===== src/bpe_pkg.sv =====
package bpe_pkg;

    // event codes for the bus activity counters
    localparam logic [7:0] EVT_NOT_READY_DRIVEN = 8'h61;
    localparam logic [7:0] EVT_DATA_STROBE_CYCLES = 8'h62;
    localparam logic [7:0] EVT_LOCKED_CYCLES = 8'h63;
    localparam logic [7:0] EVT_RECEIVE_CYCLES = 8'h64;
    localparam logic [7:0] EVT_BURST_READS = 8'h65;
    localparam logic [7:0] EVT_OWNERSHIP_READS = 8'h66;

    // widths
    localparam int CNT_W = 40;
    localparam int PEND_W = 5;
    localparam int KIND_W = 3;

    // pending-queue limit and the margin that raises bus_not_ready early
    localparam logic [PEND_W-1:0] PENDING_MAX = 5'h10;
    localparam logic [PEND_W-1:0] PENDING_MARGIN = 5'h02;
    localparam logic [PEND_W-1:0] NOT_READY_LEVEL = PENDING_MAX - PENDING_MARGIN;

    // reset value and increment step
    localparam logic [CNT_W-1:0] COUNT_RESET = 40'h00_0000_0000;
    localparam logic [CNT_W-1:0] COUNT_STEP = 40'h00_0000_0001;

    // origin of a bus request coming from the core
    typedef enum logic [KIND_W-1:0] {
        KIND_OTHER = 3'h0,
        KIND_L1D_MISS = 3'h1,
        KIND_L1D_PREFETCH = 3'h2,
        KIND_L2_PREFETCH = 3'h3,
        KIND_L2_STREAMER = 3'h4,
        KIND_FETCH_MISS = 3'h5,
        KIND_OWN_STORE_MISS = 3'h6,
        KIND_OWN_LOCKED = 3'h7
    } bpe_kind_e;

    // burst read: data-cache misses and prefetches, cacheable fetch misses
    function automatic logic bpe_is_burst_read(input bpe_kind_e kind, input logic cacheable);
        bpe_is_burst_read = (kind == KIND_L1D_MISS) || (kind == KIND_L1D_PREFETCH) ||
                            (kind == KIND_L2_PREFETCH) || (kind == KIND_L2_STREAMER) ||
                            ((kind == KIND_FETCH_MISS) && cacheable);
    endfunction

    // read_for_ownership: store misses in both caches, or locked operations
    function automatic logic bpe_is_ownership_read(input bpe_kind_e kind);
        bpe_is_ownership_read = (kind == KIND_OWN_STORE_MISS) || (kind == KIND_OWN_LOCKED);
    endfunction

endpackage


===== src/bpe_link_if.sv =====
`timescale 1ns/1ps
interface bpe_link_if;
    import bpe_pkg::*;

    logic issue;
    bpe_kind_e issue_kind;
    logic issue_cacheable;
    logic inc;

    // request gate reports each transaction it puts on the bus
    modport gate (output issue, output issue_kind, output issue_cacheable);
    // qualification consumes issues and produces one increment
    modport qual (input issue, input issue_kind, input issue_cacheable, output inc);
    // counter takes the increment
    modport counter (input inc);
endinterface


===== src/bpe_top.sv =====
`timescale 1ns/1ps
// What this block does
// - Event 61H adds one each time this processor raises bus_not_ready.
// - This agent raises bus_not_ready when its pending transactions near the bus limit.
// - No new bus transaction is issued while bus_not_ready is seen on the bus.
// - Events 61H to 64H count per physical bus, with no per-thread split.
// - Event 62H adds one on every bus cycle with data_valid_strobe asserted.
// - This agent asserts data_valid_strobe in every cycle it drives data.
// - Event 62H includes cycles of this processor's writebacks and partial writes.
// - Event 63H adds one on every bus cycle with the lock signal asserted.
// - The lock signal is raised for uncacheable, line-splitting or page-walk locks.
// - Event 64H adds one on every bus cycle this processor is receiving data.
// - Event 65H counts burst reads from data misses, prefetches and cacheable fetch misses.
// - Event 65H never counts read_for_ownership transactions.
// - Event 66H counts read_for_ownership issued for stores missing both caches.
// - Event 66H also counts read_for_ownership issued for locked operations.
module bpe_top
    import bpe_pkg::*;
(
    input wire logic sys_clk_in,
    input wire logic rst_in,
    input wire logic [7:0] event_select_in,
    input wire logic count_enable_in,
    input wire logic count_clear_in,
    input wire logic [PEND_W-1:0] pending_count_in,
    input wire logic bus_not_ready_in,
    input wire logic data_drive_in,
    input wire logic data_valid_strobe_in,
    input wire logic receive_for_us_in,
    input wire logic lock_uncacheable_in,
    input wire logic lock_split_line_in,
    input wire logic lock_page_walk_in,
    input wire logic bus_lock_in,
    input wire logic req_valid_in,
    input wire logic [KIND_W-1:0] req_kind_in,
    input wire logic req_cacheable_in,
    output logic bus_not_ready_out,
    output logic data_valid_strobe_out,
    output logic bus_lock_out,
    output logic bus_req_out,
    output logic req_taken_out,
    output logic [CNT_W-1:0] count_out
);

    ////////////////////////////////////////////////////////////////////////////////
    // declarations

    bpe_link_if link ();

    logic not_ready_q;
    logic not_ready_d;
    logic not_ready_rise_q;
    logic strobe_q;
    logic lock_q;
    logic lock_d;
    logic not_ready_seen;
    logic sel_not_ready;
    logic sel_strobe;
    logic sel_locked;
    logic sel_receive;
    logic sel_burst;
    logic sel_ownership;
    logic hit_not_ready;
    logic hit_strobe;
    logic hit_locked;
    logic hit_receive;
    logic hit_burst;
    logic hit_ownership;
    logic hit_any;

    ////////////////////////////////////////////////////////////////////////////////
    // bus-facing drive

    // raise early so the queue never overruns what the bus can track
    assign not_ready_d = pending_count_in >= NOT_READY_LEVEL;

    // any lock cause holds the bus lock signal
    assign lock_d = lock_uncacheable_in || lock_split_line_in || lock_page_walk_in;

    // own assertion counts as seen, so a request never slips past our own hold-off
    assign not_ready_seen = bus_not_ready_in || not_ready_q;

    // registered drive of not-ready, strobe and lock
    always_ff @(posedge sys_clk_in or posedge rst_in) begin
        if (rst_in) begin
            not_ready_q <= 1'b0;
            not_ready_rise_q <= 1'b0;
            strobe_q <= 1'b0;
            lock_q <= 1'b0;
        end else begin
            not_ready_q <= not_ready_d;
            not_ready_rise_q <= not_ready_d && !not_ready_q;
            strobe_q <= data_drive_in;
            lock_q <= lock_d;
        end
    end

    assign bus_not_ready_out = not_ready_q;
    assign data_valid_strobe_out = strobe_q;
    assign bus_lock_out = lock_q;

    ////////////////////////////////////////////////////////////////////////////////
    // request gate

    bpe_issue_gate u_gate (
        .sys_clk_in(sys_clk_in),
        .rst_in(rst_in),
        .req_valid_in(req_valid_in),
        .req_kind_in(req_kind_in),
        .req_cacheable_in(req_cacheable_in),
        .not_ready_seen_in(not_ready_seen),
        .req_taken_out(req_taken_out),
        .link(link.gate)
    );

    assign bus_req_out = link.issue;

    ////////////////////////////////////////////////////////////////////////////////
    // event selection

    // one code per event; unknown codes never count
    assign sel_not_ready = event_select_in == EVT_NOT_READY_DRIVEN;
    assign sel_strobe = event_select_in == EVT_DATA_STROBE_CYCLES;
    assign sel_locked = event_select_in == EVT_LOCKED_CYCLES;
    assign sel_receive = event_select_in == EVT_RECEIVE_CYCLES;
    assign sel_burst = event_select_in == EVT_BURST_READS;
    assign sel_ownership = event_select_in == EVT_OWNERSHIP_READS;

    ////////////////////////////////////////////////////////////////////////////////
    // qualification
    // bus-level events look at our own drive and the shared bus, so one physical interface
    // gives one count however many threads run behind it

    // one count per rising edge of our own hold-off
    assign hit_not_ready = not_ready_rise_q;

    // bus strobe, or our own strobe, so our write data cycles always count
    assign hit_strobe = data_valid_strobe_in || strobe_q;

    // any agent's lock, ours included
    assign hit_locked = bus_lock_in || lock_q;

    // data on the bus from someone else and addressed to us
    assign hit_receive = data_valid_strobe_in && receive_for_us_in && !strobe_q;

    // transaction events count on the issue pulse only
    assign hit_burst = link.issue &&
                       bpe_is_burst_read(link.issue_kind, link.issue_cacheable);

    // ownership reads are kept out of the burst count by the kind decode
    assign hit_ownership = link.issue && bpe_is_ownership_read(link.issue_kind);

    // at most one selected hit, so one increment per clock
    assign hit_any = (sel_not_ready && hit_not_ready) ||
                     (sel_strobe && hit_strobe) ||
                     (sel_locked && hit_locked) ||
                     (sel_receive && hit_receive) ||
                     (sel_burst && hit_burst) ||
                     (sel_ownership && hit_ownership);

    assign link.inc = count_enable_in && hit_any;

    ////////////////////////////////////////////////////////////////////////////////
    // counter

    bpe_counter u_counter (
        .sys_clk_in(sys_clk_in),
        .rst_in(rst_in),
        .clear_in(count_clear_in),
        .link(link.counter),
        .count_out(count_out)
    );

    ////////////////////////////////////////////////////////////////////////////////
    // checks

    a_not_ready_level: assert property (@(posedge sys_clk_in) disable iff (rst_in)
        bus_not_ready_out == ($past(pending_count_in) >= NOT_READY_LEVEL))
        else $error("bus_not_ready does not follow pending level");

    a_no_issue_held: assert property (@(posedge sys_clk_in) disable iff (rst_in)
        (bus_not_ready_in || bus_not_ready_out) |=> !bus_req_out)
        else $error("bus request issued during not-ready");

    a_strobe_drive: assert property (@(posedge sys_clk_in) disable iff (rst_in)
        data_drive_in |=> data_valid_strobe_out)
        else $error("data driven without strobe");

    a_lock_causes: assert property (@(posedge sys_clk_in) disable iff (rst_in)
        $rose(bus_lock_out) |-> $past(lock_uncacheable_in || lock_split_line_in ||
        lock_page_walk_in))
        else $error("lock raised without a cause");

    a_not_ready_count: assert property (@(posedge sys_clk_in) disable iff (rst_in)
        (sel_not_ready && count_enable_in && !count_clear_in && $rose(bus_not_ready_out))
        |=> count_out == $past(count_out) + COUNT_STEP)
        else $error("not-ready assertion not counted");

    a_not_ready_once: assert property (@(posedge sys_clk_in) disable iff (rst_in)
        (sel_not_ready && !count_clear_in && bus_not_ready_out && $past(bus_not_ready_out))
        |=> count_out == $past(count_out))
        else $error("held not-ready counted twice");

    a_strobe_count: assert property (@(posedge sys_clk_in) disable iff (rst_in)
        (sel_strobe && count_enable_in && !count_clear_in && data_valid_strobe_in)
        |=> count_out == $past(count_out) + COUNT_STEP)
        else $error("strobe cycle not counted");

    a_own_write_count: assert property (@(posedge sys_clk_in) disable iff (rst_in)
        (sel_strobe && count_enable_in && !count_clear_in && data_valid_strobe_out)
        |=> count_out == $past(count_out) + COUNT_STEP)
        else $error("own write cycle not counted");

    a_lock_count: assert property (@(posedge sys_clk_in) disable iff (rst_in)
        (sel_locked && count_enable_in && !count_clear_in && bus_lock_in)
        |=> count_out == $past(count_out) + COUNT_STEP)
        else $error("locked cycle not counted");

    a_receive_count: assert property (@(posedge sys_clk_in) disable iff (rst_in)
        (sel_receive && count_enable_in && !count_clear_in && data_valid_strobe_in &&
        receive_for_us_in && !data_valid_strobe_out)
        |=> count_out == $past(count_out) + COUNT_STEP)
        else $error("receive cycle not counted");

    a_burst_count: assert property (@(posedge sys_clk_in) disable iff (rst_in)
        (sel_burst && count_enable_in && !count_clear_in && bus_req_out &&
        bpe_is_burst_read(link.issue_kind, link.issue_cacheable))
        |=> count_out == $past(count_out) + COUNT_STEP)
        else $error("burst read not counted");

    a_burst_no_own: assert property (@(posedge sys_clk_in) disable iff (rst_in)
        (sel_burst && !count_clear_in && bpe_is_ownership_read(link.issue_kind))
        |=> count_out == $past(count_out))
        else $error("ownership read counted as burst read");

    a_store_own_count: assert property (@(posedge sys_clk_in) disable iff (rst_in)
        (sel_ownership && count_enable_in && !count_clear_in && bus_req_out &&
        link.issue_kind == KIND_OWN_STORE_MISS)
        |=> count_out == $past(count_out) + COUNT_STEP)
        else $error("store ownership read not counted");

    a_lock_own_count: assert property (@(posedge sys_clk_in) disable iff (rst_in)
        (sel_ownership && count_enable_in && !count_clear_in && bus_req_out &&
        link.issue_kind == KIND_OWN_LOCKED)
        |=> count_out == $past(count_out) + COUNT_STEP)
        else $error("locked ownership read not counted");

    a_no_idle_count: assert property (@(posedge sys_clk_in) disable iff (rst_in)
        (!count_enable_in && !count_clear_in) |=> count_out == $past(count_out))
        else $error("count moved while disabled");

    a_bus_per_iface: assert property (@(posedge sys_clk_in) disable iff (rst_in)
        (sel_locked && count_enable_in && !count_clear_in && !bus_lock_in && !bus_lock_out)
        |=> count_out == $past(count_out))
        else $error("lock count moved without bus lock");

    // cycle outputs track their causes one edge later, except on the edge after reset
    a_strobe_follows: assert property (@(posedge sys_clk_in) disable iff (rst_in)
        !$past(rst_in) |-> data_valid_strobe_out == $past(data_drive_in))
        else $error("strobe does not follow data drive");

    a_lock_follows: assert property (@(posedge sys_clk_in) disable iff (rst_in)
        !$past(rst_in) |-> bus_lock_out == $past(lock_uncacheable_in ||
        lock_split_line_in || lock_page_walk_in))
        else $error("lock does not follow its causes");

    // only the rising edge of our own hold-off reaches the not-ready count
    a_rise_pulse: assert property (@(posedge sys_clk_in) disable iff (rst_in)
        hit_not_ready |-> bus_not_ready_out && !$past(bus_not_ready_out))
        else $error("not-ready hit without a rising edge");

    a_not_ready_own: assert property (@(posedge sys_clk_in) disable iff (rst_in)
        (sel_not_ready && !count_clear_in && !$rose(bus_not_ready_out))
        |=> count_out == $past(count_out))
        else $error("not-ready count moved without own rise");

    a_receive_no_own: assert property (@(posedge sys_clk_in) disable iff (rst_in)
        (sel_receive && !count_clear_in && data_valid_strobe_out)
        |=> count_out == $past(count_out))
        else $error("own data counted as received");

    // codes outside the six events leave nothing to count; clear always zeroes
    a_unknown_code: assert property (@(posedge sys_clk_in) disable iff (rst_in)
        (!sel_not_ready && !sel_strobe && !sel_locked && !sel_receive && !sel_burst &&
        !sel_ownership && !count_clear_in)
        |=> count_out == $past(count_out))
        else $error("unknown event code counted");

    a_clear_wins: assert property (@(posedge sys_clk_in) disable iff (rst_in)
        count_clear_in |=> count_out == COUNT_RESET)
        else $error("clear did not zero the count");

    // transaction events move only on the issue pulse, never while a request waits
    a_burst_issue: assert property (@(posedge sys_clk_in) disable iff (rst_in)
        (sel_burst && !count_clear_in && !bus_req_out)
        |=> count_out == $past(count_out))
        else $error("burst count moved without an issue");

    a_own_issue: assert property (@(posedge sys_clk_in) disable iff (rst_in)
        (sel_ownership && !count_clear_in && !bus_req_out)
        |=> count_out == $past(count_out))
        else $error("ownership count moved without an issue");

endmodule


===== src/bpe_issue_gate.sv =====
`timescale 1ns/1ps
module bpe_issue_gate
    import bpe_pkg::*;
(
    input wire logic sys_clk_in,
    input wire logic rst_in,
    input wire logic req_valid_in,
    input wire logic [KIND_W-1:0] req_kind_in,
    input wire logic req_cacheable_in,
    input wire logic not_ready_seen_in,
    output logic req_taken_out,
    bpe_link_if.gate link
);

    logic issue_q;
    logic issue_d;
    bpe_kind_e kind_q;
    logic cacheable_q;

    // hold new requests while anyone holds off the bus; spacing of two cycles
    assign issue_d = req_valid_in && !not_ready_seen_in && !issue_q;

    // issue pulse and the latched request attributes
    always_ff @(posedge sys_clk_in or posedge rst_in) begin
        if (rst_in) begin
            issue_q <= 1'b0;
            kind_q <= KIND_OTHER;
            cacheable_q <= 1'b0;
        end else begin
            issue_q <= issue_d;
            if (issue_d) begin
                kind_q <= bpe_kind_e'(req_kind_in);
                cacheable_q <= req_cacheable_in;
            end
        end
    end

    assign req_taken_out = issue_q;
    assign link.issue = issue_q;
    assign link.issue_kind = kind_q;
    assign link.issue_cacheable = cacheable_q;

    a_gate_blocked: assert property (@(posedge sys_clk_in) disable iff (rst_in)
        issue_q |-> !$past(not_ready_seen_in) && $past(req_valid_in))
        else $error("request issued while bus held off");

endmodule


===== src/bpe_counter.sv =====
`timescale 1ns/1ps
module bpe_counter
    import bpe_pkg::*;
(
    input wire logic sys_clk_in,
    input wire logic rst_in,
    input wire logic clear_in,
    bpe_link_if.counter link,
    output logic [CNT_W-1:0] count_out
);

    logic [CNT_W-1:0] count_q;
    logic [CNT_W-1:0] count_d;

    // clear beats increment; wraps silently, and nothing flags or handles overflow
    assign count_d = clear_in ? COUNT_RESET : (link.inc ? count_q + COUNT_STEP : count_q);

    // running total
    always_ff @(posedge sys_clk_in or posedge rst_in) begin
        if (rst_in) begin
            count_q <= COUNT_RESET;
        end else begin
            count_q <= count_d;
        end
    end

    assign count_out = count_q;

    a_step_one: assert property (@(posedge sys_clk_in) disable iff (rst_in)
        !$past(clear_in) |-> (count_q == $past(count_q)) ||
        (count_q == $past(count_q) + COUNT_STEP))
        else $error("counter moved by more than one");

endmodule


===== config.mk =====
export PLATFORM = sky130hd
export DESIGN_NAME = bpe_top
export DESIGN_NICKNAME = d
export VERILOG_FILES = /design/src/bpe_pkg.sv /design/src/bpe_link_if.sv /design/src/bpe_top.sv /design/src/bpe_issue_gate.sv /design/src/bpe_counter.sv
export SDC_FILE = /design/constraint.sdc
export NUM_CORES = 1
export LEC_CHECK = 0
export BUFFER_PORTS_ARGS = -buffer_cell sky130_fd_sc_hd__buf_4
export CAP_MARGIN = 30
export CORE_MARGIN = 1.5
export CORE_UTILIZATION = 40
export CTS_BUF_LIST = sky130_fd_sc_hd__clkbuf_8
export DETAILED_ROUTE_END_ITERATION = 8
export MAX_ROUTING_LAYER = met4
export PLACE_DENSITY = 0.66
export SLEW_MARGIN = 10
export SYNTH_ARGS = -nofsm -noshare
export SYNTH_HDL_FRONTEND = slang
export SYNTH_HIERARCHICAL = 1
export SYNTH_SLANG_ARGS = --single-unit

===== constraint.sdc =====
create_clock -name sys_clk_in -period 2.5 [get_ports sys_clk_in]
set_input_delay 0.5 -clock sys_clk_in [delete_from_list [all_inputs] [get_ports sys_clk_in]]
set_output_delay 0.5 -clock sys_clk_in [all_outputs]
set_load 0.01 [all_outputs]

==> results of run 1 <==
power breakdown:
group          internal, uW  leakage [uW]  switching [uW]
clock                   194     0.0000439             280
sequential              811      0.000666            14.0
combinational          68.7      0.000946            59.8
total                  1070       0.00166             353
state kept, by name, indices dropped and copies added (netlist names):
| name | cells |
|---|---|
| u_gate/link.issue_cacheable | 1 |
| u_gate/link.issue_kind | 3 |
| bus_not_ready_out | 1 |
| u_gate/link.issue | 1 |
| hit_not_ready | 1 |
| u_counter/count_out | 40 |
| data_valid_strobe_out | 1 |
| bus_lock_out | 1 |
synth_stat cells (all sizes together) (2+ instances only):
library cell,count,area [um^2]
o21ai,6,30.0
nor2,26,97.6
clkbuf,5,22.5
or4,12,90.1
buf,13,95.1
or3,6,37.5
a21oi,17,85.1
nand4,19,149
nand3,11,60.1
dfrtp,49,1230
xnor2,2,17.5
and2,4,25.0
and4,8,71.3
nor3,3,15.0
xor2,10,87.6
mux2,14,158
inv,4,15.0
o31ai,11,82.6
nor4,9,71.3
nand2,15,58.8
and3,5,31.3
nor2b,11,68.8
routing by layer:
| metal | GRT usage [%] | wire length [um] | vias up |
|---|---|---|---|
| met2 | 31.6 | 3410 | 71 |
| met5 | - | 0 | - |
| met3 | 4.00 | 371 | 8 |
| li1 | - | - | 1211 |
| met1 | 27.0 | 3200 | 1224 |
| met4 | 6.01 | 81 | 0 |
metrics by stage:
stage	cell area [um^2]	hold slack [ps]	total power (uW)	std cells
after global placement	3470	406	959	434
after global routing	3670	66.6	1490	447
after detailed placement	3470	417	961	434
final	3670	82.9	1430	447
after floorplan	2780	266	899	278
after CTS	3560	79.9	1440	442
worst min path at each step:
stage | startpoint | endpoint | cells past startpoint
detailed placement | rst_in | bus_not_ready_out$_DFF_PP0_ | 2
CTS | rst_in | bus_not_ready_out$_DFF_PP0_ | 2
finish | rst_in | bus_not_ready_out$_DFF_PP0_ | 2
global route | rst_in | bus_not_ready_out$_DFF_PP0_ | 2
global placement | rst_in | bus_not_ready_out$_DFF_PP0_ | 2
floorplan | rst_in | bus_lock_out$_DFF_PP0_ | 1
logic make-up after synthesis:
kind of cell / Yosys count / synth area share, %
buf+inv: 22 / 4.77
compound gates: 45 / 10.8
mux: 15 / 6.04
simple gates: 134 / 30.0
xor+xnor: 12 / 3.78
fa+ha+maj: 1 / 0.450
flops: 49 / 44.1
what timing repair did:
| item | in CTS | in global routing |
|---|---|---|
| pin swaps | 0 | 11 |
| setup endpoints to repair | 5 | 20 |
| hold endpoints to repair | 0 | 0 |
| setup buffers | 0 | 5 |
| gates resized for setup | 2 | 15 |
cell type report:
class                           count  share of cell area [%]
Inverter                            4                   0.409
Tap cell                           80                    2.73
Clock inverter                      3                   0.477
Sequential cell                    49                    33.4
Clock buffer                        5                    1.87
Multi-Input combinational cell    207                    40.7
Timing Repair Buffer               99                    20.4
critical path: stages, from the launching register on:
cell and delay [ps]:
dfrtp_1 410, nor2b_1 140, o21ai_1 120, nand4_1 120
a311oi_2 210, buf_4 160, o2111a_2 300, nand3_4 110
buf_4 170, or4_1 460, a21oi_1 150
==> impl_metrics.yaml, run 1 <==
final_layout:
  mostFrequentLayoutCell: "buf_4"
  synthToLayoutAreaGrowth_pct: 32.2
  antennaDiodeCount: 0
  multi_input_area_mm2: 0.00149
  post-route-util_pct: 54.4
  fillers: 607
  layout_common_cells: "buf_4 (97), dfrtp_1 (49), nor2_1 (25), nand4_1 (17)"
  drive_gt1_share_pct: 39.5
  layout.nets: 397
  ff_latch_area_mm2: 0.00123
floorplan:
  die_w_um: 86.3
  pin_count: 75
  rows: 30
  die_h_um: 86.3
  coreArea_mm2: 0.00676
  start_util_pct: 41.1
  die_area_mm2: 0.00745
synthesis:
  avgSynthCellArea_um2: 9.99
  async_flop_share_pct: 100
  yosysUniqueCellTypes: 51
  synth-seq-area-share_pct: 44.1
  ys_ff_latch: 49
  synth_edf_count: 0
  synth_nets: 309
  ys.warnings.count: 6
  synth_flop_cell: "dfrtp_1"
  syn_area_mm2: 0.00278
  synthCells: 278
critical_path:
  worst-path-max-fanout: 4
  r2r_cells: 10
  start_kind: "flip-flop"
  cp-endpoint: "u_counter/count_out[24]$_DFFE_PP0P_"
  startpoint: "u_gate/link.issue_kind[0]$_DFFE_PP0P_"
  worstPathRequired_ps: 2740
  r2r_slack_ps: 90
  timing.rr.end: "u_counter/count_out[24]$_DFFE_PP0P_"
  end_kind: "flip-flop"
  timing.rr.start: "u_gate/link.issue_kind[0]$_DFFE_PP0P_"
  crit_type: "flip-flop to flip-flop"
  cp.arrival_ps: 2660
clock_tree:
  cts_sinks: 49
  numCtsBuffers: 5
  clk_pin_slew_ps: 100
  holdBufCountCts: 0
  clockBufferDepth: 2
  clk_latency_ps: 310
  h-tree-depth: 2
  cts_tree: "done"
  clock-root-buffer: "clkbuf_8"
timing:
  fin_skew_ps: 9.75
  post-route-period-util_pct: 96.5
  slew_headroom_pct: 64.5
  setup_viol_count_final: 0
  report.final.slew_viol_count: 0
  fin_crit_ps: 2410
  final.setup.tns_ps: 0
  worst_pin_slew_ps: 533
  finalHoldViolations: 0
  timing.fmax_mhz: 414
  fin_ws_ps: 86.6
  rsz0062_at_grt: "yes"
run_status:
  status: "completed"
drt:
  drcViolationCount: 0
  drt-total-wl_mm: 7.06
  dr_total_vias: 2514
  drtPass1Iterations: 5
  wl_per_cell_um: 15.8
  vias_per_cell: 5.62
  drtIter0Drc: 154
  detail-route-antenna-nets: 0
power:
  irDropWorstVdd_v: 0.000245
  powerDensity_mw_per_mm2: 388
  p_leak_uw: 0.00166
place:
  dp_hpwl_mm: 5.08
  gp_congestion: 0.832
  placement.setup.worst_slack_ps: -242
  io_buffers: 73
min_path:
  hold_class: "input port to async pin"
global_routing:
  grt_pass1_vias: 2414
  grt_max_degree: 41
  grt_pass1_wl_mm: 11.6
  globalRouteTotalUtil_pct: 20.3
  gr-total-overflow: 0
  antenna_found_initial: 0
flow_run:
  maxCapViolCount: 0
(Power assumes the default switching activity.)
==> inputs of run 2 (changes only) <==
--- a/config.mk
+++ b/config.mk
@@ -13,6 +13,7 @@
 export DETAILED_ROUTE_END_ITERATION = 8
 export MAX_ROUTING_LAYER = met4
 export PLACE_DENSITY = 0.66
+export SETUP_SLACK_MARGIN = 0.4
 export SLEW_MARGIN = 10
 export SYNTH_ARGS = -nofsm -noshare
 export SYNTH_HDL_FRONTEND = slang
==> run 2 against run 1 <==
  * Combinational power is 8% higher
  * Non-clock buffer count fell by 3
  * Flip-flop and latch count is the same
  * Sequential power about the same
  * Critical path type unchanged
  * Setup slack improved by 110 ps
  * Hold slack got worse by 6.8 ps
  * Die area unchanged
==> impl_metrics.yaml, run 2 (same netlist as run 1, synthesis figures left out) <==
timing:
  timing.fmax_mhz: 434
  final.setup.tns_ps: 0
  timing.hold.ws_ps: 76.1
  worst_pin_slew_ps: 539
  slew_headroom_pct: 64.1
  finalHoldViolations: 0
  post-route-period-util_pct: 92.1
  setup_viol_count_final: 0
  rsz0062_at_grt: "yes"
  fin_crit_ps: 2300
  fin_skew_ps: 7.29
  report.final.slew_viol_count: 0
final_layout:
  final_cell_area_mm2: 0.00383
  stdcell_count: 445
  drive_gt1_share_pct: 43.6
  layout.nets: 395
  mostFrequentLayoutCell: "buf_4"
  largest_reg_flops: 40
  multi_input_area_mm2: 0.00161
  synthToLayoutAreaGrowth_pct: 37.9
  ff_latch_area_mm2: 0.00123
  layout_common_cells: "buf_4 (86), dfrtp_1 (49), nor2_1 (26), nand4_1 (17), nand2_1 (14)"
  antennaDiodeCount: 0
  fillers: 618
global_routing:
  busiest_layer: "met2"
  globalRouteTotalUtil_pct: 20.6
  gr-total-overflow: 0
  antenna_found_initial: 0
  grtUsageMet1_pct: 27.5
  grt_pass1_wl_mm: 11.8
  grt_max_degree: 41
  gr-usage-met3_pct: 3.52
  grt_pass1_vias: 2479
  met2_usage_pct: 32.2
drt:
  drt-total-wl_mm: 7.38
  dr_total_vias: 2600
  drtPass1Iterations: 4
  wl_per_cell_um: 16.6
  drcViolationCount: 0
  drtIter0Drc: 147
  vias_per_cell: 5.84
  detail-route-antenna-nets: 0
floorplan:
  die_area_mm2: 0.00745
  start_util_pct: 41.1
  die_w_um: 86.3
  rows: 30
  coreArea_mm2: 0.00676
  die_h_um: 86.3
  pin_count: 75
power:
  powerDensity_mw_per_mm2: 388
  irDropWorstVdd_v: 0.000209
  p_leak_uw: 0.00173
clock_tree:
  clk_pin_slew_ps: 90
  clk_latency_ps: 310
  h-tree-depth: 2
  clock-root-buffer: "clkbuf_8"
  cts_sinks: 49
  clockBufferDepth: 2
  cts_tree: "done"
  numCtsBuffers: 5
critical_path:
  worstPathRequired_ps: 2700
  end_kind: "flip-flop"
  cp.arrival_ps: 2500
  crit_type: "flip-flop to flip-flop"
  start_kind: "flip-flop"
  worst-path-max-fanout: 4
run_status:
  status: "completed"
place:
  gp_congestion: 0.791
  io_buffers: 73
  dp_hpwl_mm: 5.00
  placed_cells: 427
  placed_area_mm2: 0.00345
flow_run:
  maxCapViolCount: 0
min_path:
  hold_class: "input port to async pin"
==> run 2: final cells by class <==
| type | count | share of cell area [%] |
|---|---|---|
| clock buffers | 7 | 2.51 |
| clock inverters | 1 | 0.131 |
| inverters | 4 | 0.392 |
| multi-input cells | 208 | 42.1 |
| flip-flops and latches | 49 | 32.0 |
| well taps | 80 | 2.61 |
| repair buffers | 96 | 20.2 |
==> run 2: per-stage QoR <==
stage                     utilization [%]  total power, uW  setup WS, ps
after CTS                            54.2             1490           235
after global placement               51.0              963          -186
after detailed placement             51.0              965          -238
after floorplan                         -              899           127
final                                56.7             1480           197
after global routing                 56.7             1550           125
==> run 2: layer usage <==
| metal | vias up | part of all wire (%) |
|---|---|---|
| met5 | - | 0 |
| met4 | 0 | 1.3 |
| met3 | 8 | 4.9 |
| met2 | 76 | 49 |
| met1 | 1307 | 45 |
| li1 | 1209 | - |
==> run 2: final timing paths <==
kind / slack (ps) / depth (start not counted) / startpoint / endpoint
min in group sys_clk_in: 300 / 1 / data_drive_in / data_valid_strobe_out$_DFF_PP0_
max in group asynchronous: 1790 / 3 / rst_in / u_counter/count_out[8]$_DFFE_PP0P_
hold / removal: 80 / 2 / rst_in / data_valid_strobe_out$_DFF_PP0_
setup / recovery: 200 / 9 / data_valid_strobe_out$_DFF_PP0_ / u_counter/count_out[39]$_DFFE_PP0P_
hold reg to reg: 470 / 1 / bus_not_ready_out$_DFF_PP0_ / hit_not_ready$_DFF_PP0_
setup reg to reg: 200 / 9 / data_valid_strobe_out$_DFF_PP0_ / u_counter/count_out[39]$_DFFE_PP0P_
==> run 2: repair_timing <==
action | in CTS | in global routing
resized for setup | 13 | 27
hold buffers | 0 | 0
endpoints found under the setup margin | 32 | 34
buffers inserted | 6 | 3
cloned | 0 | 1
pin swaps | 12 | 9
==> run 2: report_power, final <==
| part | total (uW) | switching, uW | internal [uW] |
|---|---|---|---|
| registers | 825 | 14.3 | 811 |
| logic | 138 | 60.6 | 77.3 |
| clock network | 522 | 271 | 251 |
| total | 1480 | 346 | 1140 |
==> run 2: worst max-delay path, cell delays in order, from the launching register on <==
cell and delay [ps]:
dfrtp_1 410, nor2_1 90, nand3_1 70, a21o_1 160, a311oi_2 290, buf_4 190, o21a_1 120, nand4_1 150
nor4_2 340, mux2_2 370
==> inputs of run 3 (changes only) <==
--- a/config.mk
+++ b/config.mk
@@ -17,5 +17,4 @@
 export SLEW_MARGIN = 10
 export SYNTH_ARGS = -nofsm -noshare
 export SYNTH_HDL_FRONTEND = slang
-export SYNTH_HIERARCHICAL = 1
 export SYNTH_SLANG_ARGS = --single-unit
==> run 3 against run 2 <==
  * Wire length rose by 11%
  * Synthesized area down 1.0%
  * Global-route usage rose by 1.6 points
  * Via count increased by 9.2%
  * First-iteration DRC count fell by 11%
  * Non-clock buffer count up 14
  * Sequential share of layout area decreased by 1.7 points
  * Critical endpoint is now u_counter.count_out[28]$_DFFE_PP0P_
  * Largest cell class unchanged
==> impl_metrics.yaml, run 3 <==
drt:
  wl_met2_mm: 4.16
  vias_per_cell: 5.93
  wl_met1_mm: 3.52
  wl_per_cell_um: 17.1
  drcViolationCount: 0
  drtIter0Drc: 131
  drt-total-wl_mm: 8.17
  top_layer: "met4"
  drtPass1Iterations: 5
  wl_met3_um: 386
  dr_total_vias: 2840
  detail-route-antenna-nets: 0
timing:
  final.setup.tns_ps: 0
  fin_skew_ps: 12.7
  finalHoldViolations: 0
  fin_ws_ps: 308
  rsz0062_at_grt: "yes"
  timing.hold.ws_ps: 298
  worst_pin_slew_ps: 750
  post-route-period-util_pct: 87.7
  slew_headroom_pct: 49.9
  timing.fmax_mhz: 456
  fin_crit_ps: 2190
  report.final.slew_viol_count: 0
  setup_viol_count_final: 0
synthesis:
  synth_most_common_cell: "dfrtp_1"
  synth_flop_cell: "dfrtp_1"
  async_flop_share_pct: 100
  yosys.area.top_type_share_pct: 44.6
  synth_edf_count: 0
  synth_nets: 330
  yosysUniqueCellTypes: 37
  avgSynthCellArea_um2: 9.19
  synthTopCellsByCount: "dfrtp_1 (49), a21oi_1 (31), o31ai_1 (24), or4_1 (24), nand3_1 (20)"
  yosys.area.top_type: "dfrtp_1"
  ys_ff_latch: 49
  syn_area_mm2: 0.00275
  synth-seq-area-share_pct: 44.6
  synthCells: 299
  synthTopCellsByArea: "dfrtp_1 (45%), o31ai_1 (6.6%), or4_1 (6.6%), a21oi_1 (5.6%), mux2_2 (4.9%)"
  ys.warnings.count: 0
clock_tree:
  h-tree-depth: 2
  clockBufferDepth: 2
  clk_latency_ps: 310
  clk_pin_slew_ps: 90
  clock-root-buffer: "clkbuf_8"
  numCtsBuffers: 5
  cts_sinks: 49
  cts_tree: "done"
critical_path:
  crit_slowest_cell: "dfrtp_1"
  end_kind: "flip-flop"
  cpPeakStageDelay_ps: 390
  crit_top_cell: "buf_6"
  start_kind: "flip-flop"
  cp.arrival_ps: 2390
  worstPathRequired_ps: 2690
  r2r_cells: 7
  timing.rr.end: "u_counter.count_out[28]$_DFFE_PP0P_"
  crit_path_cell_trace: "or3b_4 -> a211oi_4 -> a32oi_4 -> buf_6 -> buf_6 -> nor4b_4 -> mux2_4"
  crit_type: "flip-flop to flip-flop"
  startpoint: "data_valid_strobe_out$_DFF_PP0_"
  r2r_slack_ps: 310
  worst-path-max-fanout: 5
  timing.rr.start: "data_valid_strobe_out$_DFF_PP0_"
floorplan:
  die_h_um: 85.9
  die_w_um: 85.9
  coreArea_mm2: 0.00672
  die_area_mm2: 0.00738
  start_util_pct: 40.9
  rows: 30
  pin_count: 75
power:
  p_total_uw: 1490
  irDropWorstVdd_v: 0.000316
  p_leak_uw: 0.00173
  powerDensity_mw_per_mm2: 368
place:
  placement.setup.worst_slack_ps: -35.2
  io_buffers: 73
  gp_congestion: 0.792
  dp_hpwl_mm: 4.96
final_layout:
  antennaDiodeCount: 0
  fillers: 573
  synthToLayoutAreaGrowth_pct: 47.4
  largest_reg_flops: 40
  post-route-util_pct: 60.3
  layout_common_cells: "buf_4 (100), dfrtp_1 (47), a21oi_1 (29), o31ai_1 (24), or4_1 (21)"
  drive_gt1_share_pct: 41.9
  layout.nets: 429
  mostFrequentLayoutCell: "buf_4"
min_path:
  min_to: "data_valid_strobe_out$_DFF_PP0_"
  hold_class: "input port to flip-flop"
  hp-start: "data_drive_in"
  whs_path_depth: 1
global_routing:
  grt_max_degree: 51
  antenna_found_initial: 0
  globalRouteTotalUtil_pct: 22.1
  grt_pass1_wl_mm: 12.6
  gr-total-overflow: 0
  grt_pass1_vias: 2635
run_status:
  status: "completed"
flow_run:
  maxCapViolCount: 0
[run 3: cell types whose count changed in the layout (fill, tap and decap cells not counted), sizes merged, moves of 3 or more]
cell,before,now
nor2,26,16
nand3,12,20
buf,96,107
o31ai,11,24
or4,12,25
and2,4,1
nor4b,1,4
nand4,19,12
nand2b,0,4
and4,8,2
a21oi,17,31
xor2,10,0
nand2,15,19
[run 3: layout make-up]
| type | count | area [um^2] | area share (%) |
|---|---|---|---|
| Multi-Input combinational cell | 228 | 1700 | 42.0 |
| Sequential cell | 49 | 1230 | 30.3 |
| Timing Repair Buffer | 110 | 923 | 22.8 |
| Tap cell | 80 | 100 | 2.47 |
| Clock buffer | 5 | 68.8 | 1.70 |
| Inverter | 4 | 15.0 | 0.370 |
| Clock inverter | 3 | 13.8 | 0.340 |
[run 3: critical path: cells and delay by family (launching register included)]
family                 cells  cell delay, ps
buffers and inverters      2             320
AO/OA/AOI/OAI              2             440
multiplexers               1             320
AND/OR/NAND/NOR            2             610
flip-flops                 1             390
[run 3: cell families after synthesis]
group	Yosys count	share of synthesized area, %
fa+ha+maj	1	0.455
mux	13	5.28
simple gates	144	30.9
compound gates	69	15.5
buf+inv	23	3.28
flops	49	44.6
[run 3: per-layer routing]
layer | up-vias | GRT usage, %
li1 | 1349 | -
met1 | 1389 | 27.7
met2 | 95 | 36.4
met3 | 7 | 4.33
met4 | 0 | 6.74
met5 | - | -
[run 3: worst max path at each step]
stage,cells after the start,end
5_1_grt,6,u_counter.count_out[5]$_DFFE_PP0P_
3_5_place_dp,7,u_counter.count_out[15]$_DFFE_PP0P_
2_1_floorplan,5,u_counter.count_out[14]$_DFFE_PP0P_
3_3_place_gp,7,u_counter.count_out[5]$_DFFE_PP0P_
4_1_cts,6,u_counter.count_out[39]$_DFFE_PP0P_
6_report,7,u_counter.count_out[28]$_DFFE_PP0P_
[run 3: timing repair]
action	in CTS	in global routing
pin swaps	6	14
cloned	3	3
gates resized for setup	14	28
buffers inserted	5	5
setup endpoints to repair	33	39
hold buffers	0	0
[run 3: per-stage QoR]
step	area (um^2)	cells
CTS	3830	471
global placement	3570	455
detailed placement	3570	455
global route	4050	479
finish	4050	479
floorplan	2820	299
[run 3: power breakdown]
group	switching [uW]	internal, uW	total, uW
sequential	14.9	810	825
combinational	110	97.2	207
clock	268	191	458
total	392	1100	1490
